### src/hw/wake_pkg.sv
// shared constants and types for the wake-on-wireless handshake
package wake_pkg;

  // host link kinds, as presented on the link-type input
  typedef enum logic [2:0] {
    LINK_UART    = 3'b000,
    LINK_SDIO    = 3'b001,
    LINK_SPI     = 3'b010,
    LINK_USB     = 3'b011,
    LINK_USB_CDC = 3'b100
  } host_link_e;

  // handshake states
  typedef enum logic [1:0] {
    ST_IDLE     = 2'b00,
    ST_WAIT_ACK = 2'b01,
    ST_XFER     = 2'b10,
    ST_NP_WAIT  = 2'b11
  } wake_state_e;

  // feature flag widths and bit positions
  localparam int unsigned FLAGS_W          = 32;
  localparam int unsigned ACTIVE_HIGH_BIT  = 16;
  localparam int unsigned ACK_POLL_BIT     = 11;

  // values after reset
  localparam logic        RST_ACTIVE_HIGH  = 1'b0;
  localparam logic        RST_POLL_EN      = 1'b0;
  localparam logic        RST_WAKE_PIN     = 1'b1;
  localparam logic        RST_SYNC_STAGE   = 1'b0;

  // synchroniser depth in cycles
  localparam int unsigned SYNC_STAGES      = 2;

endpackage

### src/hw/wake_level_sync.sv
// two-flop synchroniser for one level arriving from the host clock domain
`timescale 1ns/100ps
module wake_level_sync (
  // clock and reset
  input  wire logic CLK_SYS,
  input  wire logic RST_N,
  // level in and out
  input  wire logic async_in,
  output logic      sync_out
);
  import wake_pkg::*;

  typedef struct packed {
    logic meta;
    logic stable;
  } sync_s;

  sync_s cur;
  sync_s next_cur;

  // first stage feeds only the second stage
  always_comb begin
    next_cur.meta   = async_in;
    next_cur.stable = cur.meta;
  end

  // synchronous reset to constants only
  always_ff @(posedge CLK_SYS) begin
    if (!RST_N) begin
      cur.meta   <= RST_SYNC_STAGE;
      cur.stable <= RST_SYNC_STAGE;
    end else begin
      cur <= next_cur;
    end
  end

  assign sync_out = cur.stable;

endmodule

### src/hw/wake_on_wireless_handshake.sv
// wake-on-wireless handshake: device side of the wake request / ack pin pair
`timescale 1ns/100ps
module wake_on_wireless_handshake (
  // clock and reset
  input  wire logic                            CLK_SYS,
  input  wire logic                            RST_N,
  // operating-mode setup
  input  wire logic                            MODE_SETUP,
  input  wire logic [wake_pkg::FLAGS_W-1:0]    CONFIG_FEATURE_FLAGS,
  input  wire logic [wake_pkg::FLAGS_W-1:0]    CUSTOM_FEATURE_FLAGS,
  input  wire wake_pkg::host_link_e            HOST_LINK,
  // packet side
  input  wire logic                            PKT_PENDING,
  input  wire logic                            PKT_DONE,
  output logic                                 XFER_GO,
  output logic                                 WAKE_BUSY,
  output logic                                 ACTIVE_HIGH,
  output logic                                 ACK_POLL_EN,
  // handshake pins
  output logic                                 DEVICE_WAKE_REQUEST,
  input  wire logic                            HOST_WAKE_ACK
);
  import wake_pkg::*;

  typedef struct packed {
    wake_state_e state;
    logic        active_high;
    logic        poll_en;
    logic        wake_pin;
    logic        xfer_go;
  } wake_s;

  wake_s cur;
  wake_s next_cur;
  logic  ack_s;

  // level the request pin rests at when nothing is pending
  function automatic logic idle_level(input logic poll, input logic hi);
    // non-polling scheme always rests high, polling rests opposite to active
    idle_level = poll ? ~hi : 1'b1;
  endfunction

  // ack comes from an unrelated host clock, so it is synchronised first
  wake_level_sync u_ack_sync (
    .CLK_SYS  (CLK_SYS),
    .RST_N    (RST_N),
    .async_in (HOST_WAKE_ACK),
    .sync_out (ack_s)
  );

  // handshake sequencing
  always_comb begin
    next_cur         = cur;
    next_cur.xfer_go = 1'b0;
    case (cur.state)
      ST_IDLE: begin
        if (MODE_SETUP) begin
          // config only changes between packets, never mid-handshake
          next_cur.active_high = CONFIG_FEATURE_FLAGS[ACTIVE_HIGH_BIT];
          next_cur.poll_en     = (HOST_LINK == LINK_UART) &&
                                 CUSTOM_FEATURE_FLAGS[ACK_POLL_BIT];
          next_cur.wake_pin    = idle_level(next_cur.poll_en, next_cur.active_high);
        end else if (PKT_PENDING && cur.poll_en && !ack_s) begin
          // a stale ack from the last packet must clear before a new request
          next_cur.state    = ST_WAIT_ACK;
          next_cur.wake_pin = cur.active_high;
        end else if (PKT_PENDING && !cur.poll_en) begin
          next_cur.state    = ST_NP_WAIT;
          next_cur.wake_pin = 1'b0;
        end
      end
      ST_WAIT_ACK: begin
        if (ack_s) begin
          next_cur.state    = ST_XFER;
          next_cur.wake_pin = ~cur.active_high;
          next_cur.xfer_go  = 1'b1;
        end
      end
      ST_XFER: begin
        if (PKT_DONE) begin
          next_cur.state = ST_IDLE;
        end
      end
      ST_NP_WAIT: begin
        // host fetches on its own; no ack is consulted here
        if (PKT_DONE) begin
          next_cur.state    = ST_IDLE;
          next_cur.wake_pin = 1'b1;
        end
      end
      default: begin
        next_cur.state    = ST_IDLE;
        next_cur.wake_pin = idle_level(cur.poll_en, cur.active_high);
      end
    endcase
  end

  // state register, synchronous reset
  always_ff @(posedge CLK_SYS) begin
    if (!RST_N) begin
      cur.state       <= ST_IDLE;
      cur.active_high <= RST_ACTIVE_HIGH;
      cur.poll_en     <= RST_POLL_EN;
      cur.wake_pin    <= RST_WAKE_PIN;
      cur.xfer_go     <= 1'b0;
    end else begin
      cur <= next_cur;
    end
  end

  // outputs straight from flops, except WAKE_BUSY, which is decoded from the state flops
  assign DEVICE_WAKE_REQUEST = cur.wake_pin;
  assign XFER_GO             = cur.xfer_go;
  assign WAKE_BUSY           = (cur.state != ST_IDLE);
  assign ACTIVE_HIGH         = cur.active_high;
  assign ACK_POLL_EN         = cur.poll_en;

  // polarity taken from bit 16 at setup
  chk_polarity_latch: assert property (@(posedge CLK_SYS) disable iff (!RST_N)
    (MODE_SETUP && cur.state == ST_IDLE)
      |=> (cur.active_high == $past(CONFIG_FEATURE_FLAGS[ACTIVE_HIGH_BIT])))
    else $error("polarity not taken from config flag");

  // active-high request holds high while waiting
  chk_high_request: assert property (@(posedge CLK_SYS) disable iff (!RST_N)
    (cur.state == ST_WAIT_ACK && cur.active_high) |-> cur.wake_pin)
    else $error("active-high request not high while waiting");

  // active-high release on ack
  chk_high_release: assert property (@(posedge CLK_SYS) disable iff (!RST_N)
    (cur.state == ST_WAIT_ACK && cur.active_high && ack_s)
      |=> (!cur.wake_pin && cur.xfer_go && cur.state == ST_XFER))
    else $error("active-high release wrong");

  // active-low request holds low while waiting
  chk_low_request: assert property (@(posedge CLK_SYS) disable iff (!RST_N)
    (cur.state == ST_WAIT_ACK && !cur.active_high) |-> !cur.wake_pin)
    else $error("active-low request not low while waiting");

  // active-low release on ack
  chk_low_release: assert property (@(posedge CLK_SYS) disable iff (!RST_N)
    (cur.state == ST_WAIT_ACK && !cur.active_high && ack_s)
      |=> (cur.wake_pin && cur.xfer_go && cur.state == ST_XFER))
    else $error("active-low release wrong");

  // transfer only starts after a seen ack in polling
  chk_go_after_ack: assert property (@(posedge CLK_SYS) disable iff (!RST_N)
    cur.xfer_go |-> ($past(ack_s) && $past(cur.state) == ST_WAIT_ACK))
    else $error("transfer started without ack");

  // polling only ever on UART
  chk_poll_uart: assert property (@(posedge CLK_SYS) disable iff (!RST_N)
    (MODE_SETUP && cur.state == ST_IDLE && HOST_LINK != LINK_UART) |=> !cur.poll_en)
    else $error("polling enabled on non-UART link");

  // non-polling request goes low and enters the wait the cycle after a pending packet
  chk_np_low: assert property (@(posedge CLK_SYS) disable iff (!RST_N)
    (cur.state == ST_IDLE && PKT_PENDING && !cur.poll_en && !MODE_SETUP)
      |=> (!cur.wake_pin && cur.state == ST_NP_WAIT))
    else $error("non-polling request not driven low");

  // non-polling release once packet taken
  chk_np_release: assert property (@(posedge CLK_SYS) disable iff (!RST_N)
    (cur.state == ST_NP_WAIT && PKT_DONE) |=> (cur.wake_pin && cur.state == ST_IDLE))
    else $error("non-polling request not released");

  // ack reaches the logic exactly two cycles late
  chk_ack_sync: assert property (@(posedge CLK_SYS) disable iff (!RST_N)
    ($past(RST_N) && $past(RST_N, 2)) |-> (ack_s == $past(HOST_WAKE_ACK, 2)))
    else $error("ack synchroniser delay wrong");

  // start strobe lasts one cycle, a longer one would launch the packet twice
  chk_go_one_cycle: assert property (@(posedge CLK_SYS) disable iff (!RST_N)
    cur.xfer_go |=> !cur.xfer_go)
    else $error("transfer start held longer than one cycle");

  // no transfer starts while the ack is still missing
  chk_wait_hold: assert property (@(posedge CLK_SYS) disable iff (!RST_N)
    (cur.state == ST_WAIT_ACK && !ack_s)
      |=> (cur.state == ST_WAIT_ACK && !cur.xfer_go))
    else $error("left ack wait without ack");

  // request sits at its idle level during the transfer
  chk_xfer_pin: assert property (@(posedge CLK_SYS) disable iff (!RST_N)
    (cur.state == ST_XFER) |-> (cur.wake_pin == !cur.active_high))
    else $error("request not idle during transfer");

  // non-polling wait keeps the pin low and never strobes a transfer
  chk_np_no_go: assert property (@(posedge CLK_SYS) disable iff (!RST_N)
    (cur.state == ST_NP_WAIT) |-> (!cur.wake_pin && !cur.xfer_go))
    else $error("non-polling wait drove pin or strobe");

  // non-polling request holds until the host has taken the packet
  chk_np_hold: assert property (@(posedge CLK_SYS) disable iff (!RST_N)
    (cur.state == ST_NP_WAIT && !PKT_DONE) |=> (cur.state == ST_NP_WAIT))
    else $error("non-polling request dropped early");

  // idle pin level follows the latched mode
  chk_idle_pin: assert property (@(posedge CLK_SYS) disable iff (!RST_N)
    (cur.state == ST_IDLE)
      |-> (cur.wake_pin == (cur.poll_en ? !cur.active_high : 1'b1)))
    else $error("idle request level wrong");

  // mode is frozen while a handshake is in flight
  chk_setup_refused: assert property (@(posedge CLK_SYS) disable iff (!RST_N)
    (MODE_SETUP && cur.state != ST_IDLE)
      |=> (cur.active_high == $past(cur.active_high) && cur.poll_en == $past(cur.poll_en)))
    else $error("setup taken while busy");

  // on a UART link the polling enable is the custom flag bit
  chk_poll_flag: assert property (@(posedge CLK_SYS) disable iff (!RST_N)
    (MODE_SETUP && cur.state == ST_IDLE && HOST_LINK == LINK_UART)
      |=> (cur.poll_en == $past(CUSTOM_FEATURE_FLAGS[ACK_POLL_BIT])))
    else $error("polling enable not taken from custom flag");

endmodule

### config.mk
export PLATFORM = sky130hd
export DESIGN_NAME = wake_on_wireless_handshake
export DESIGN_NICKNAME = d
export VERILOG_FILES = /design/src/hw/wake_pkg.sv /design/src/hw/wake_level_sync.sv /design/src/hw/wake_on_wireless_handshake.sv
export SDC_FILE = /design/constraint.sdc
export NUM_CORES = 1
export LEC_CHECK = 0
export ABC_AREA = 1
export BUFFER_PORTS_ARGS = -buffer_cell sky130_fd_sc_hd__buf_2
export CORE_MARGIN = 1
export CORE_UTILIZATION = 27
export DETAILED_ROUTE_END_ITERATION = 6
export GPL_TIMING_DRIVEN = 1
export PLACE_DENSITY = 0.94
export RECOVER_POWER = 25
export SYNTH_ARGS = -nofsm -noshare
export SYNTH_HDL_FRONTEND = slang
export SYNTH_HIERARCHICAL = 1
export SYNTH_SLANG_ARGS = --single-unit
export TNS_END_PERCENT = 20
### constraint.sdc
create_clock -name CLK_SYS -period 2.1 [get_ports CLK_SYS]
set_clock_uncertainty 0.05 [all_clocks]
set_input_delay 0.21 -clock CLK_SYS [delete_from_list [all_inputs] [get_ports CLK_SYS]]
set_output_delay 0.21 -clock CLK_SYS [all_outputs]
set_load 0.03 [all_outputs]
==> metrics <==
Critical path buffers and inverters 2; dpl hpwl 806.7 µm; share of layout cells above drive strength 1 25.29%; hold_buf cts 0; Setup crit start kind flop; Post-Route WL ~950 µm; Rows 14; CTS tree yes; family with the most delay on the worst path flip-flops; critical path class reg2out; first-pass detailed-route iteration total 4; r2r endpoint DEVICE_WAKE_REQUEST; Crit. End Element output pin; synthesis-to-finish area growth 27.03%; Slew Limit Fails 0; Core Footprint 1489 µm²; Post-CTS Resized 0; post-route cell area about 550 µm²; setup TNS 0 ns; first-pass GRT wire length between 1.5 and 2 mm; yosys warns 6; Clk pwr share 15.0%; most frequent cells in the layout 18 x nand2_1, 14 x buf_2, 13 x inv_1; Max Buffers Root-to-Sink 2; Global Route Usage Sum ~12%; met3 routed WL 59 µm; initial core utilization between 20% and 30%; topmost layer with routed signal wires met4; Reg power frac 31.5%; sw frac 46.99%; Peak Freq 740.4 MHz; status finished, final reports clean; largest net degree at the start of global routing 7; final net count 162; Critical Path Sink WAKE_BUSY; syn_area_per_cell 6.238 µm²; Worst-path clk slew 0.05 ns; critical path launch point cur[4]; die height 41.93 µm; clock latency on the worst-skew pair ~0.24 ns; Final period util 64.32%; Cell Chain, Critical Path nor2_2 -> inv_2 -> buf_2; Tightest Pin Transition 0.2346 ns; Die Area around 1800 µm²; Pleak 0.3065 nW; Placer Congestion ~0.80; Post-Synthesis Net Count about 140; number of top-level pins 78; slowest stage cell, crit path dfxtp_1; Clk Tree Root Cell clkbuf_4; # diodes 0; synthesized flop and latch total 8; post-synth cell types 14; RSZ-0062 raised after global routing false; reg2reg path depth 6; Via Count 477; Psw 0.0003453 W; most common cell after layout, fill and taps aside nand2_1; Combinational Power Share between 50% and 60%; Max Cap Viol 0; DRC viols 0; Final Critical Period between 1 and 1.5 ns; CP max stage delay 0.44 ns; Final Util between 30% and 40%; vias in the first global route 439; Worst Path Arrival 1.09 ns; GR Overflow Total 0; Critical Path Stages 3; initial antenna violation count 0; Worst Path Max Fanout 6; # Post-CTS Setup Buffers 0; Final Hold Vio Count 0; metal2 WL between 500 and 600 µm; Initial DRC Count 15; wire length per cell 9.233 µm; sequential share of the synthesized area 37.21%; Via density 4.631; Hold Crit Depth 3; r2r startpoint cur[4]; clock sinks 8; max_slew headroom 84.34%; endpoints failing setup 0; Syn Inst Count slightly below 70; Worst Path Required 1.84 ns; Power Internal 0.0003896 W; Die Wd roughly 42 µm; pwr dens 1344 nW/µm²; Post-Syn Area 430.4 µm²; worst ir drop on vdd approximately 0.52 mV; DRT met1 WL 364 µm; HP Class in2reg; Inserted Clock Buffers 3; r2r setup slk 0.93 ns; # port buffers 15; placed cell area 525.5 µm²; ANT nets after route 0; H-Tree Depth 1
==> power by group through the flow <==
stage          Clock [W]  Combinational, W  Sequential, W
5_1_grt         0.000130          0.000440       0.000237
3_3_place_gp           0          0.000377       0.000230
6_report        0.000110          0.000393       0.000232
2_1_floorplan          0          0.000269       0.000262
4_1_cts         0.000119          0.000395       0.000230
3_5_place_dp           0          0.000394       0.000233
==> worst register-to-register path, stage by stage, from the launching register on <==
cell and delay, ns:
dfxtp_1 0.44, nor2_2 0.10, and2_1 0.16, nand2_1 0.05
nand2_1 0.07, a21oi_1 0.13, nand2_1 0.06
==> sequential cells by signal (all words and copies together), names as in the netlist <==
register,cells
cur,2
ACK_POLL_EN,1
ACTIVE_HIGH,1
DEVICE_WAKE_REQUEST,1
XFER_GO,1
u_ack_sync/cur,1
u_ack_sync/sync_out,1
==> worst min-delay path by stage <==
stage	end	slack, ns	from
3_5_place_dp	u_ack_sync/cur[1]	0.34	HOST_WAKE_ACK
2_1_floorplan	u_ack_sync/cur[1]	0.25	HOST_WAKE_ACK
3_3_place_gp	u_ack_sync/cur[1]	0.33	HOST_WAKE_ACK
4_1_cts	u_ack_sync/cur[1]	0.08	HOST_WAKE_ACK
6_report	u_ack_sync/cur[1]	0.09	HOST_WAKE_ACK
5_1_grt	u_ack_sync/cur[1]	0.09	HOST_WAKE_ACK
==> cell type report <==
cell class	instances	area [µm²]
fillers	159	942.2
flip-flops and latches	8	160.2
repair buffers	15	73.82
inverters	15	56.30
clock buffers	3	22.52
well taps	16	20.02
multi-input cells	46	214.0
==> cell usage after synthesis <==
master     n  share of area, %
a21oi_1    5               5.8
and2_1     1               1.5
dfxtp_1    8                37
inv_1     13                11
inv_2      2               1.7
nand2_1   18                16
nand3_1    7               8.1
nand4_1    1               1.5
nor2_1     6               5.2
nor2_2     2               2.9
nor2_4     1               2.6
nor3_1     2               2.3
o21ai_1    2               2.3
o21bai_1   1               1.7
==> routing by layer <==
metal	vias to the layer above	global-route usage [%]
met5	-	0
met4	0	12.26
met3	2	3.043
met2	15	20.31
met1	210	11.59
li1	250	-
==> logic make-up after synthesis <==
group           share of synthesized area, %
compound gates                         9.884
buf+inv                                13.08
flops                                  37.21
simple gates                           39.82
==> metrics by stage <==
stage	hold slack, ns	instances	setup slack [ns]	power (W)
after global placement	0.3349	100	0.9911	0.0006070
after detailed placement	0.3393	100	0.9411	0.0006269
final	0.08928	103	0.7493	0.0007350
after CTS	0.07809	103	0.7416	0.0007440
after global routing	0.09164	103	0.6775	0.0008071
after floorplan	0.2535	69	0.9030	0.0005311
Power figures use the tool's default switching activity.
